$ cat src/pkg/sleep_pkg.sv
// Purpose: shared constants and types for the sleep-mode clock gating block
// Assumes: 32-bit Avalon-MM register bus, word addressed by byte offset
// Notes: register offsets are byte addresses
package sleep_pkg;
   localparam logic [3:0] OFS_SLEEP_CTRL = 4'h0;
   localparam logic [3:0] OFS_MCU_CTRL = 4'h4;
   localparam logic [3:0] OFS_INBUF_DIS0 = 4'h8;
   localparam logic [3:0] OFS_INBUF_DIS1 = 4'hC;
   localparam logic [3:0] OFS_STATUS = 4'h0;
   localparam int SLEEP_EN_POS = 0;
   localparam int SM_LSB = 1;
   localparam int SCAN_DIS_POS = 7;
   localparam logic [2:0] SM_IDLE = 3'h0;
   localparam logic [2:0] SM_ADCNR = 3'h1;
   localparam logic [2:0] SM_PDOWN = 3'h2;
   localparam logic [2:0] SM_PSAVE = 3'h3;
   localparam logic [2:0] SM_STBY = 3'h6;
   localparam logic [3:0] WAKE_HOLD_CYC = 4'h4;
   localparam int STBY_WAKE_CYC = 6;
   localparam logic [3:0] STBY_WAKE_CNT = 4'(STBY_WAKE_CYC - 2);
   localparam logic [7:0] INBUF_DIS_RST = 8'h00;

   typedef enum logic [1:0] {
      ST_RUN = 2'b00,
      ST_SLEEP = 2'b01,
      ST_WAKE = 2'b11
   } sleep_state_e;

   typedef struct packed {
      logic cpu;
      logic flash;
      logic io;
      logic adc;
      logic asy;
      logic main_osc;
      logic timer_osc;
   } clk_en_s;

   typedef struct packed {
      logic twi_match;
      logic t2_ovf;
      logic t2_cmp;
      logic spm_rdy;
      logic adc_done;
      logic other_io;
      logic [3:0] ext_edge_lo;
      logic [3:0] ext_level_hi;
      logic [3:0] ext_edge_hi;
   } wake_src_s;
endpackage

$ cat src/sleep_ctrl.sv
// Purpose: sleep-mode controller gating clock domains and choosing wake sources
// Assumes: one clock, synchronous reset, Avalon-MM slave with waitrequest
// Notes: wake inputs are synchronised; clock enables drive external gates
`timescale 1ns/1ps
`default_nettype none
module sleep_ctrl
   import sleep_pkg::*;
#(
   parameter int PINS = 8
) (
   // clock and reset
   input wire logic clk,
   input wire logic sys_rst,
   // avalon-mm slave
   input wire logic [3:0] avs_address,
   input wire logic avs_read,
   input wire logic avs_write,
   input wire logic [31:0] avs_writedata,
   output logic [31:0] avs_readdata,
   output logic avs_waitrequest,
   // cpu side
   input wire logic sleep_instr,
   input wire logic global_irq_en,
   input wire logic timer2_async_select,
   input wire logic [1:0] timer2_irq_mask_reg,
   input wire logic crystal_clock_sel,
   // fuses and analog enables
   input wire logic [2:0] brownout_level_fuses,
   input wire logic debug_enable_fuse,
   input wire logic scan_port_enable_fuse,
   input wire logic adc_enable,
   input wire logic comp_enable,
   input wire logic comp_uses_ref,
   input wire logic watchdog_enable,
   // wake sources, asynchronous
   input wire wake_src_s wake_in,
   input wire logic wake_irq_en,
   input wire logic tap_shifting,
   input wire logic tdo_data,
   // clock enables and analog controls
   output clk_en_s clk_en,
   output logic cpu_hold,
   output logic adc_on,
   output logic adc_extended_next,
   output logic comp_on,
   output logic bod_on,
   output logic vref_on,
   output logic watchdog_on,
   output logic [PINS-1:0] input_buf_en0,
   output logic [PINS-1:0] input_buf_en1,
   output logic wake_buf_force,
   output logic scan_port_on,
   output logic tdo_out,
   output logic tdo_oe
);
   localparam int WW = $bits(wake_src_s);

   logic [2:0] sm_q;
   logic sleep_en_q;
   logic scan_dis_q;
   logic [PINS-1:0] inbuf_dis0_q;
   logic [PINS-1:0] inbuf_dis1_q;
   logic avs_waitrequest_q;
   logic [2:0] mode_q;
   sleep_state_e st_q, st_d;
   logic [3:0] cnt_q, cnt_d;
   logic [WW-1:0] wsync1_q, wsync2_q;
   logic adc_en_prev_q, adc_ext_q;
   logic [31:0] rdata_q;
   clk_en_s clk_en_q;
   logic hold_q, adc_on_q, comp_on_q, bod_q, vref_q, wdt_q, buf_force_q;
   logic [PINS-1:0] buf0_q, buf1_q;
   logic scan_q, tdo_q, tdo_oe_q;

   function automatic logic mode_legal(input logic [2:0] m, input logic xtal);
      return (m == SM_IDLE) || (m == SM_ADCNR) || (m == SM_PDOWN) ||
             (m == SM_PSAVE) || ((m == SM_STBY) && xtal);
   endfunction

   // bus decode
   wire bus_req = avs_read || avs_write;
   // writes land only at the edge where the master sees waitrequest low
   wire bus_accept = bus_req && !avs_waitrequest_q;
   wire wr_ctrl = avs_write && (avs_address == OFS_SLEEP_CTRL);
   wire wr_mcu = avs_write && (avs_address == OFS_MCU_CTRL);
   wire wr_d0 = avs_write && (avs_address == OFS_INBUF_DIS0);
   wire wr_d1 = avs_write && (avs_address == OFS_INBUF_DIS1);
   wire [31:0] rd_mux =
      (avs_address == OFS_SLEEP_CTRL) ?
         {24'h0, st_q != ST_RUN, 3'h0, sm_q, sleep_en_q} :
      (avs_address == OFS_MCU_CTRL) ? {24'h0, scan_dis_q, 7'h0} :
      (avs_address == OFS_INBUF_DIS0) ? 32'(inbuf_dis0_q) :
      (avs_address == OFS_INBUF_DIS1) ? 32'(inbuf_dis1_q) : 32'h0;

   // synchronised wake sources
   wake_src_s ws;
   assign ws = wake_src_s'(wsync2_q);

   wire sleeping = (st_q == ST_SLEEP);
   wire m_idle = mode_q == SM_IDLE;
   wire m_adcnr = mode_q == SM_ADCNR;
   wire m_psave = mode_q == SM_PSAVE;
   wire m_stby = mode_q == SM_STBY;
   wire go_sleep = sleep_instr && sleep_en_q && mode_legal(sm_q, crystal_clock_sel);
   wire t2_irq = (ws.t2_ovf && timer2_irq_mask_reg[0]) ||
                 (ws.t2_cmp && timer2_irq_mask_reg[1]);
   wire t2_wake = t2_irq && global_irq_en && timer2_async_select;
   wire ext_deep = (|ws.ext_edge_lo) || (|ws.ext_level_hi);
   wire ext_any = ext_deep || (|ws.ext_edge_hi);
   // per-mode wake masks
   wire wake_idle = ext_any || ws.t2_ovf || ws.t2_cmp || ws.spm_rdy ||
                    ws.adc_done || ws.other_io;
   wire wake_adcnr = ext_deep || t2_wake || ws.spm_rdy || ws.adc_done;
   wire wake_deep = !m_idle && !m_adcnr && ext_deep;
   wire wake_psave = m_psave && t2_wake;
   wire wake_req = ws.twi_match ||
      (m_idle && wake_idle) ||
      (m_adcnr && wake_adcnr) ||
      wake_deep ||
      wake_psave;
   wire wake_ok = wake_req && wake_irq_en;

   // sleep sequencer
   always_comb begin
      st_d = st_q;
      cnt_d = cnt_q;
      unique case (st_q)
         ST_RUN: begin
            if (go_sleep) begin
               st_d = ST_SLEEP;
            end
         end
         ST_SLEEP: begin
            if (wake_ok) begin
               st_d = ST_WAKE;
               // standby loads a wake count one higher than the other modes
               cnt_d = m_stby ? STBY_WAKE_CNT : WAKE_HOLD_CYC - 4'h1;
            end
         end
         ST_WAKE: begin
            if (cnt_q == 4'h0) begin
               st_d = ST_RUN;
            end else begin
               cnt_d = cnt_q - 4'h1;
            end
         end
         default: st_d = ST_RUN;
      endcase
   end

   // domain enables per mode
   clk_en_s ce;
   wire asy_sel = timer2_async_select;
   wire scan_port_on_w = scan_port_enable_fuse && !scan_dis_q;
   wire dbg_keep = debug_enable_fuse && scan_port_on_w;
   always_comb begin
      ce = '1;
      if (sleeping) begin
         ce.cpu = 1'b0;
         ce.flash = 1'b0;
         ce.io = m_idle;
         ce.adc = m_idle || m_adcnr;
         ce.asy = m_idle || m_adcnr || (m_psave && asy_sel);
         ce.main_osc = m_idle || m_adcnr || m_stby || dbg_keep;
         ce.timer_osc = (m_idle || m_adcnr || m_psave) && asy_sel;
      end else begin
         ce.timer_osc = asy_sel;
      end
   end

   wire [PINS-1:0] dis0 = inbuf_dis0_q;
   wire [PINS-1:0] dis1 = inbuf_dis1_q;
   wire bufs_off = !ce.io && !ce.adc;
   wire comp_w = comp_enable && (!sleeping || m_idle || m_adcnr);
   wire bod_w = brownout_level_fuses != 3'h7;
   wire vref_w = bod_w || comp_w || (comp_enable && comp_uses_ref) || adc_enable;

   // one wait state: low for the cycle after a request is first seen
   always_ff @(posedge clk) begin
      if (sys_rst) begin
         avs_waitrequest_q <= 1'b1;
      end else begin
         avs_waitrequest_q <= !(bus_req && avs_waitrequest_q);
      end
   end

   // latched on the wait cycle so it stands at the accepting edge
   always_ff @(posedge clk) begin
      if (sys_rst) begin
         rdata_q <= 32'h0;
      end else if (avs_read && avs_waitrequest_q) begin
         rdata_q <= rd_mux;
      end
   end

   always_ff @(posedge clk) begin
      if (sys_rst) begin
         sleep_en_q <= 1'b0;
         sm_q <= SM_IDLE;
      end else if (wr_ctrl && bus_accept) begin
         sleep_en_q <= avs_writedata[SLEEP_EN_POS];
         sm_q <= avs_writedata[SM_LSB +: 3];
      end
   end

   always_ff @(posedge clk) begin
      if (sys_rst) begin
         scan_dis_q <= 1'b0;
      end else if (wr_mcu && bus_accept) begin
         scan_dis_q <= avs_writedata[SCAN_DIS_POS];
      end
   end

   always_ff @(posedge clk) begin
      if (sys_rst) begin
         inbuf_dis0_q <= INBUF_DIS_RST[PINS-1:0];
      end else if (wr_d0 && bus_accept) begin
         inbuf_dis0_q <= avs_writedata[PINS-1:0];
      end
   end

   always_ff @(posedge clk) begin
      if (sys_rst) begin
         inbuf_dis1_q <= INBUF_DIS_RST[PINS-1:0];
      end else if (wr_d1 && bus_accept) begin
         inbuf_dis1_q <= avs_writedata[PINS-1:0];
      end
   end

   always_ff @(posedge clk) begin
      if (sys_rst) begin
         st_q <= ST_RUN;
         cnt_q <= 4'h0;
      end else begin
         st_q <= st_d;
         cnt_q <= cnt_d;
      end
   end

   // mode frozen at entry so a later register write cannot alter sleep
   always_ff @(posedge clk) begin
      if (sys_rst) begin
         mode_q <= SM_IDLE;
      end else if (st_q == ST_RUN && go_sleep) begin
         mode_q <= sm_q;
      end
   end

   // wake lines come from stopped domains, so two flops before use
   always_ff @(posedge clk) begin
      if (sys_rst) begin
         wsync1_q <= '0;
         wsync2_q <= '0;
      end else begin
         wsync1_q <= wake_in;
         wsync2_q <= wsync1_q;
      end
   end

   always_ff @(posedge clk) begin
      if (sys_rst) begin
         adc_en_prev_q <= 1'b0;
         adc_ext_q <= 1'b1;
      end else begin
         adc_en_prev_q <= adc_enable;
         // off-to-on edge arms an extended conversion
         if (adc_enable && !adc_en_prev_q) begin
            adc_ext_q <= 1'b1;
         end else if (ws.adc_done) begin
            adc_ext_q <= 1'b0;
         end
      end
   end

   always_ff @(posedge clk) begin
      if (sys_rst) begin
         clk_en_q <= '0;
         hold_q <= 1'b1;
      end else begin
         clk_en_q <= ce;
         hold_q <= (st_d != ST_RUN);
      end
   end

   always_ff @(posedge clk) begin
      if (sys_rst) begin
         adc_on_q <= 1'b0;
         comp_on_q <= 1'b0;
         bod_q <= 1'b0;
         vref_q <= 1'b0;
         wdt_q <= 1'b0;
      end else begin
         adc_on_q <= adc_enable;
         comp_on_q <= comp_w;
         bod_q <= bod_w;
         vref_q <= vref_w;
         wdt_q <= watchdog_enable;
      end
   end

   always_ff @(posedge clk) begin
      if (sys_rst) begin
         buf0_q <= '0;
         buf1_q <= '0;
         buf_force_q <= 1'b0;
      end else begin
         buf0_q <= bufs_off ? '0 : ~dis0;
         buf1_q <= bufs_off ? '0 : ~dis1;
         buf_force_q <= bufs_off; // wake-pin buffers stay on
      end
   end

   always_ff @(posedge clk) begin
      if (sys_rst) begin
         scan_q <= 1'b0;
         tdo_q <= 1'b0;
         tdo_oe_q <= 1'b0;
      end else begin
         scan_q <= scan_port_on_w;
         tdo_q <= tdo_data;
         tdo_oe_q <= scan_port_on_w && tap_shifting;
      end
   end

   assign avs_readdata = rdata_q;
   assign avs_waitrequest = avs_waitrequest_q;
   assign clk_en = clk_en_q;
   assign cpu_hold = hold_q;
   assign adc_on = adc_on_q;
   assign adc_extended_next = adc_ext_q;
   assign comp_on = comp_on_q;
   assign bod_on = bod_q;
   assign vref_on = vref_q;
   assign watchdog_on = wdt_q;
   assign input_buf_en0 = buf0_q;
   assign input_buf_en1 = buf1_q;
   assign wake_buf_force = buf_force_q;
   assign scan_port_on = scan_q;
   assign tdo_out = tdo_q;
   assign tdo_oe = tdo_oe_q;
endmodule // sleep_ctrl
`default_nettype wire

$ cat config.mk
export PLATFORM = sky130hd
export DESIGN_NAME = sleep_ctrl
export DESIGN_NICKNAME = d
export VERILOG_FILES = /design/src/pkg/sleep_pkg.sv /design/src/sleep_ctrl.sv
export SDC_FILE = /design/constraint.sdc
export NUM_CORES = 1
export LEC_CHECK = 0
export BUFFER_PORTS_ARGS = -buffer_cell sky130_fd_sc_hd__buf_2
export CELL_PAD_IN_SITES_DETAIL_PLACEMENT = 1
export CELL_PAD_IN_SITES_GLOBAL_PLACEMENT = 2
export CORE_UTILIZATION = 26
export DETAILED_ROUTE_END_ITERATION = 8
export PLACE_DENSITY = 0.75
export SETUP_SLACK_MARGIN = 0.2
export SYNTH_ARGS = -nofsm -noshare
export SYNTH_HDL_FRONTEND = slang
export SYNTH_SLANG_ARGS = --single-unit
$ cat constraint.sdc
create_clock -name clk -period 1.4 [get_ports clk]
set_input_delay 0.35 -clock clk [delete_from_list [all_inputs] [get_ports clk]]
set_output_delay 0.35 -clock clk [all_outputs]
set_load 0.01 [all_outputs]
== Word-level counts from Yosys, hierarchy flattened ==
Cells that the tools add are included.

* Add/sub/neg operators: 1
* Equal/unequal tests: 15
* Muxes and demuxes: 14
* Bitwise logic cells: 2
* Reduce and logical (&&, ||, !) cells: 87

{| class="wikitable"
|+ Operators by type and width
! kind !! count
|-
| $logic_and 1x1->1 || 34
|-
| $mux 8 || 4
|-
| $logic_or 1x1->1 || 30
|-
| $not 8->8 || 2
|-
| $reduce_or 4->1 || 3
|-
| $eq 3x2->1 const B || 3
|-
| $logic_not 1->1 || 9
|-
| $eq 4x4->1 const B || 2
|-
| $logic_not 4->1 || 2
|-
| $mux 4 || 2
|-
| $pmux 4 s2 || 1
|-
| $eq 3x1->1 const B || 2
|-
| $eq 3x3->1 const B || 2
|-
| $logic_not 3->1 || 2
|-
| $mux 2 || 3
|-
| $mux 6 || 1
|-
| $pmux 2 s3 || 1
|-
| $reduce_bool 2->1 || 3
|-
| $eq 4x3->1 const B || 1
|-
| $reduce_or 2->1 || 2
|-
| $sub 4x1->4 const B || 1
|-
| $mux 3 || 1
|-
| $ne 3x3->1 const B || 1
|-
| $reduce_and 3->1 || 1
|-
| 6 further kinds || 6
|}

* Register bits: 133
* Bits of input ports: 76
* Output and inout port bits: 67
* Word-level logic and storage cells: 151

== Depth between registers and ports, before layout ==
Gate-level depths: netlist of the first run.

* Word-level depth: 17
* Gate-level depth with buffers: 7

== Least setup slack after synthesis of the first run ==
OpenSTA, ideal clock, no wires.

* Path type: register to register
* Start: register mode_q[2]
* End: register cnt_q[1]
* Arrival time: 1.463 ns
* Data required time: 1.283 ns
* Slack: -0.180 ns
* Cell stages (with the launch flop): 6
* Buffers on the path: 0
* Clock period less this slack: 1.580 ns
* Cell sequence: dfxtp_1 -> or3_1 -> a21o_1 -> nor4b_4 -> o211a_1 -> a32o_1

* Longest elaborated chain between the ends: 9
* Elaborated cells between the ends (all ways): 21
* Classes of those cells: eq/ne: 4; mux: 3; reduce/logical: 14

{| class="wikitable"
|+ RTL lines
! what !! line !! text
|-
| start: declaration || sleep_ctrl.sv:64 || <nowiki>logic [2:0] mode_q;</nowiki>
|-
| start signal: assignment || sleep_ctrl.sv:245 || <nowiki>mode_q <= sm_q;</nowiki>
|-
| $eq 3x1->1 or $logic_not 3->1 (tied branches) || sleep_ctrl.sv:101, sleep_ctrl.sv:100 ||
|-
| $logic_not 1->1 or $logic_and 1x1->1 (tied branches) || sleep_ctrl.sv:114, sleep_ctrl.sv:117 ||
|-
| $logic_and 1x1->1 or $logic_or 1x1->1 (tied branches) || sleep_ctrl.sv:114, sleep_ctrl.sv:116 ||
|-
| $logic_and 1x1->1 or $logic_or 1x1->1 (tied branches) || sleep_ctrl.sv:114, sleep_ctrl.sv:117 ||
|-
| $logic_or 1x1->1 || sleep_ctrl.sv:118 || <nowiki>(m_adcnr && wake_adcnr) ||</nowiki>
|-
| $logic_or 1x1->1 || sleep_ctrl.sv:119 || <nowiki>wake_deep ||</nowiki>
|-
| $logic_and 1x1->1 || sleep_ctrl.sv:121 || <nowiki>wire wake_ok = wake_req && wake_irq_en;</nowiki>
|-
| $ne 2x1->1 (no source line) || - ||
|-
| $reduce_and 3->1 (no source line) || - ||
|-
| end signal: assignment || sleep_ctrl.sv:236 || <nowiki>cnt_q <= cnt_d;</nowiki>
|-
| end: declaration || sleep_ctrl.sv:66 || <nowiki>logic [3:0] cnt_q, cnt_d;</nowiki>
|}

Parallel ways exist; a longest one is shown, timed or not. The select of a mux whose other input is x is not followed.
A chain may end at the register's enable or synchronous reset.

== Worst setup path in the final report of the first run ==
* Start: register mode_q[2]
* End: register cnt_q[0]

The elaborated chain is that of the path after synthesis.

==> results of run 1 <==
-- power by group --
group	total (mW)	switching [mW]	internal, mW
Combinational	0.531	0.295	0.236
Sequential	3.22	0.0372	3.18
Clock	2.94	1.18	1.76
-- worst max-delay path, stage by stage, from the launching register on --
cell     delay (ps)
dfxtp_2         330
or3_4           390
a21o_1          180
nor4b_4         140
o211a_1         250
a32o_1          220
-- metrics by stage --
stage	instance area [sq um]	setup TNS (ps)	std cells	hold WS [ps]	worst slack, ps
after floorplan	4010	-314	410	409	-157
after global placement	4670	-4420	676	421	-212
after detailed placement	4670	-4400	676	426	-247
after CTS	5170	-758	698	172	-198
after global routing	5310	-1090	698	191	-268
final	5310	-677	699	190	-209
-- cell families after synthesis --
family | count (synthesis) | synth area share, %
and+or+nand+nor | 164 | 22.1
DFF | 108 | 56.7
AOI/OAI and AO/OA | 49 | 8.53
buffers and inverters | 45 | 6.96
muxes | 18 | 5.05
adders and majority gates | 1 | 0.328
other | 1 | 0.0984
xor gates and xnor gates | 1 | 0.230
-- layer usage --
metal  global-route usage [%]  vias to the layer above  part of all wire (%)
met1                     14.2                     1381                    42
met5                        0                        -                     0
met3                     4.70                       16                   6.4
li1                         -                     1502                     -
met4                     5.57                        0                   1.9
met2                     23.6                       78                    50
-- path summary, 6_finish.rpt --
| kind | start | end | slack, ps | cells past startpoint |
|---|---|---|---|---|
| hold reg to reg | wsync1_q[14] | ws[14] | 440 | 1 |
| hold / removal | brownout_level_fuses[0] | bod_on | 190 | 2 |
| setup reg to reg | mode_q[2] | cnt_q[0] | -210 | 5 |
| setup / recovery | mode_q[2] | cnt_q[0] | -210 | 5 |
-- repair_timing --
item / CTS / global route
gates resized for setup: 29 / 31
buffers inserted: 6 / 0
endpoints found under the setup margin: 55 / 55
pin swaps: 8 / 8
-- placed cells by master (no fill, tap or decap), types with 3 or more instances in the layout --
master	Yosys	final
buf_6	0	5
o211ai_1	3	3
a211oi_2	0	3
buf_4	25	34
bufinv_16	0	3
nand3_2	0	10
inv_1	6	6
a21oi_1	18	17
nor2b_1	41	39
buf_2	2	92
mux2i_1	17	16
conb_1	1	24
a22oi_1	5	5
nor3_2	0	3
dfxtp_1	108	91
nor2_2	0	3
nor2_1	53	50
nand2_4	0	3
dfxtp_2	0	16
clkbuf_16	0	9
nor3_1	12	8
nand2_1	25	20
-- state kept, by name, summed over array words and instances (netlist names), 2 cells and up --
| signal | cells |
|---|---|
| dis1 | 8 |
| clk_en | 6 |
| sm_q | 3 |
| input_buf_en0 | 8 |
| avs_readdata | 8 |
| cnt_q | 4 |
| input_buf_en1 | 8 |
| dis0 | 8 |
| wsync1_q | 18 |
| ws | 18 |
| st_q | 2 |
| mode_q | 3 |
-- cell type report --
| type | instances | area [sq um] |
|---|---|---|
| Timing Repair Buffer | 131 | 772 |
| Clock inverter | 7 | 121 |
| Fill cell | 1635 | 8780 |
| Inverter | 6 | 22.5 |
| Multi-Input combinational cell | 257 | 1760 |
| Clock buffer | 9 | 225 |
| Tap cell | 180 | 225 |
| Sequential cell | 108 | 2190 |
| Antenna cell | 1 | 2.50 |
==> flow_summary.ini, run 1 <==
[global_route]
grt_pass1_wl_um = 14900
grt_overflow = 0
grt_antenna_before_repair = 1
grt_max_degree = 36
grt_usage_pct = 13.3
grt_pass1_vias = 3016

[sta]
hold_viol_final = 0
period_share_pct = 115
layout_min_cycle_time_ps = 1610
slew_viol_final = 0
max_freq_mhz = 622
worst_slack_ps = -209
finalSetupViolations = 4
rsz0062_at_grt = true
clock_skew_ps = 4.49

[clocking]
h-tree-depth = 3
clock-sinks = 108
clk_pin_slew_ps = 70
cts_tree = yes
clock_tree.root_cell = clkbuf_16
max-clock-path-buffers = 2
ctsHoldBuffers = 0
insertion_delay_ps = 360
cts_made_buffers = 9

[worst_setup_path]
crit_type = reg2reg
worstPathMaxFanout = 3
critPathArrivalTime_ps = 1860
cp.required_ps = 1650
worst_setup_path_start_kind = flip-flop
end_kind = flip-flop

[layout]
drive_gt1_share_pct = 41.5
syn_to_final_growth_pct = 39.4
post-route-util_pct = 37.7
nNetsFinal = 590

[floorplan]
core_sq_mm = 0.0141
dieHeight_um = 123
rows = 43
start_util_pct = 27.0
die-area_sq_mm = 0.0152
die_w_um = 123
ios = 143

[yosys]
synth_most_common_cell = dfxtp_1
synthCells = 387
synthTopCellsByCount = 108 x dfxtp_1, 53 x nor2_1, 41 x nor2b_1
ys_types = 46
ys_warn_count = 0
synth-seq-cells = 108
yosysSeqAreaShare_pct = 56.7
synthArstFlopShare_pct = 0
synth_top_area_cell = dfxtp_1
syn_area_sq_mm = 0.00381
synthFlopType = dfxtp_1
synth_top_cells_by_area = dfxtp_1 57%, nor2b_1 6.7%, nor2_1 5.2%
synth_edf_count = 0
avgSynthCellArea_sq_um = 9.85
synth.top_cell.area_share_pct = 56.7

[worst_hold_path]
min_path_type = in2reg

[placement]
dp_hpwl_um = 7020
port_buffers = 94
place_congestion = 0.753

[pwr]
power_density_mw_per_mm2 = 1260
irDropWorstVdd_mv = 0.640
p_leak_nw = 2.36
totalPowerFinal_mw = 6.69

[detailed_routing]
avgViaCountPerCell = 4.26
drt_iter0_markers = 84
post_drt_wl_per_cell_um = 13.6
ant_nets = 0
vias = 2977
drcViolationCount = 0
dr.pass1.iters = 4
wirelength_um = 9530

[run_status]
status = finished, violations left
violations = setup timing

[job]
cap_violations = 0
(Power assumes the default switching activity.)
==> run 2: changes to the inputs <==
CAP_MARGIN = 40   (was default)
CORE_ASPECT_RATIO = 0.7   (was default)
SLEW_MARGIN = 20   (was default)
==> flow_summary.ini, run 2 (same netlist as run 1, synthesis figures left out) <==
[detailed_routing]
drt_iter0_markers = 67
avgViaCountPerCell = 4.28
vias = 3129
wirelength_um = 11100
post_drt_wl_per_cell_um = 15.2
ant_nets = 0
dr.pass1.iters = 4
drcViolationCount = 0

[sta]
layout_min_cycle_time_ps = 1630
whs_ps = 208
finalSetupViolations = 5
fin_tns_setup_ps = -907
clock_skew_ps = 7.08
slew_viol_final = 0
hold_viol_final = 0
worst_slack_ps = -228
rsz0062_at_grt = true
max_freq_mhz = 614
period_share_pct = 116

[placement]
port_buffers = 94
dp_hpwl_um = 7840
place_congestion = 0.759

[worst_setup_path]
cp_slowest_cell = or3_4
cp.required_ps = 1630
critical_path.reg2reg.endpoint = cnt_q[0]
critPathArrivalTime_ps = 1860
worstPathMaxFanout = 3
worst_setup_path_start_kind = flip-flop
crit_chain = or3_4 -> a21o_1 -> nor4b_4 -> o211a_1 -> a32o_1
timing.rr.start = mode_q[2]
r2r_cells = 5
cpPeakStageDelay_ps = 380
crit_type = reg2reg
regToRegSetupSlack_ps = -230
end_kind = flip-flop

[layout]
drive_gt1_share_pct = 50.1
post-route-util_pct = 40.9
syn_to_final_growth_pct = 51.3
diodes = 0
nNetsFinal = 614
final_cell_mix = 91 x dfxtp_1, 91 x buf_2, 45 x buf_4, 39 x nor2b_1, 32 x nor2_1

[pwr]
totalPowerFinal_mw = 6.30
power_density_mw_per_mm2 = 1090
irDropWorstVdd_mv = 0.599
p_leak_nw = 2.53

[floorplan]
die_w_um = 147
rows = 36
ios = 143
core_sq_mm = 0.0141
die-area_sq_mm = 0.0152
dieHeight_um = 103
start_util_pct = 27.0

[worst_hold_path]
worstHoldPathCells = 2
min_path_type = in2reg
hp-start = wake_in[14]
min_to = wsync1_q[14]

[clocking]
clock-sinks = 108
insertion_delay_ps = 340
h-tree-depth = 3
ctsHoldBuffers = 0
max-clock-path-buffers = 2
clk_pin_slew_ps = 80
cts_tree = yes
cts_made_buffers = 9
clock_tree.root_cell = clkbuf_16

[global_route]
grt_pass1_vias = 3212
grt_usage_pct = 15.0
grt_antenna_before_repair = 0
grt_overflow = 0
grt_pass1_wl_um = 17300
grt_max_degree = 22

[run_status]
status = finished, violations left
violations = setup timing

[job]
cap_violations = 0
==> run 2: changes by cell type in the layout (fill, tap and decap cells not counted), sizes merged <==
cell / previous run / this run
buf: 131 / 155
bufinv: 3 / 0
inv: 8 / 10
clkinv: 2 / 1
clkinvlp: 0 / 1
diode: 1 / 0
==> run 2: through the flow <==
step / setup slack (ps) / instances / area [sq um]
after floorplan: -157 / 410 / 4010
final: -228 / 731 / 5770
after global placement: -246 / 700 / 4790
after CTS: -204 / 725 / 5560
after detailed placement: -300 / 700 / 4790
after global routing: -278 / 731 / 5770
==> run 2: per-layer routing <==
layer,vias to the layer above,wire (um),global-route usage [%]
met5,-,0,0
met4,0,99,3.85
met3,6,450,3.29
met2,73,5190,24.6
met1,1509,5360,20.1
li1,1541,-,-
==> run 2: layout make-up <==
| type | instances | area, sq um |
|---|---|---|
| Fill cell | 1597 | 8330 |
| Multi-Input combinational cell | 257 | 1980 |
| Timing Repair Buffer | 155 | 1050 |
| Tap cell | 190 | 238 |
| Inverter | 6 | 27.5 |
| Clock inverter | 6 | 53.8 |
| Clock buffer | 9 | 225 |
| Sequential cell | 108 | 2190 |
==> run 2: report_power, final <==
part | switching, mW | internal [mW] | leakage [nW]
combinational | 0.341 | 0.289 | 1.50
clock | 1.21 | 1.24 | 0.135
sequential | 0.0457 | 3.18 | 0.896
total | 1.59 | 4.71 | 2.53
==> run 2: worst max path at each step <==
stage	startpoint	cells past startpoint	end	slack [ps]
global route	ws[4]	6	cnt_q[2]	-280
finish	mode_q[2]	5	cnt_q[0]	-230
CTS	mode_q[0]	5	cnt_q[0]	-200
detailed placement	ws[11]	5	cnt_q[0]	-300
floorplan	mode_q[0]	5	cnt_q[1]	-160
global placement	ws[11]	5	cnt_q[1]	-250
==> run 2: timing repair <==
action                     in CTS  in global routing
cloned                          1                  0
setup endpoints to repair      59                 72
pin swaps                      19                 22
gates resized for setup        93                 44
setup buffers                   9                  6
==> run 2: worst max-delay path: cells and delay by family, from the launching register on <==
| family | cells | cell delay [ps] |
|---|---|---|
| simple gates | 2 | 520 |
| flops | 1 | 330 |
| compound gates | 3 | 670 |
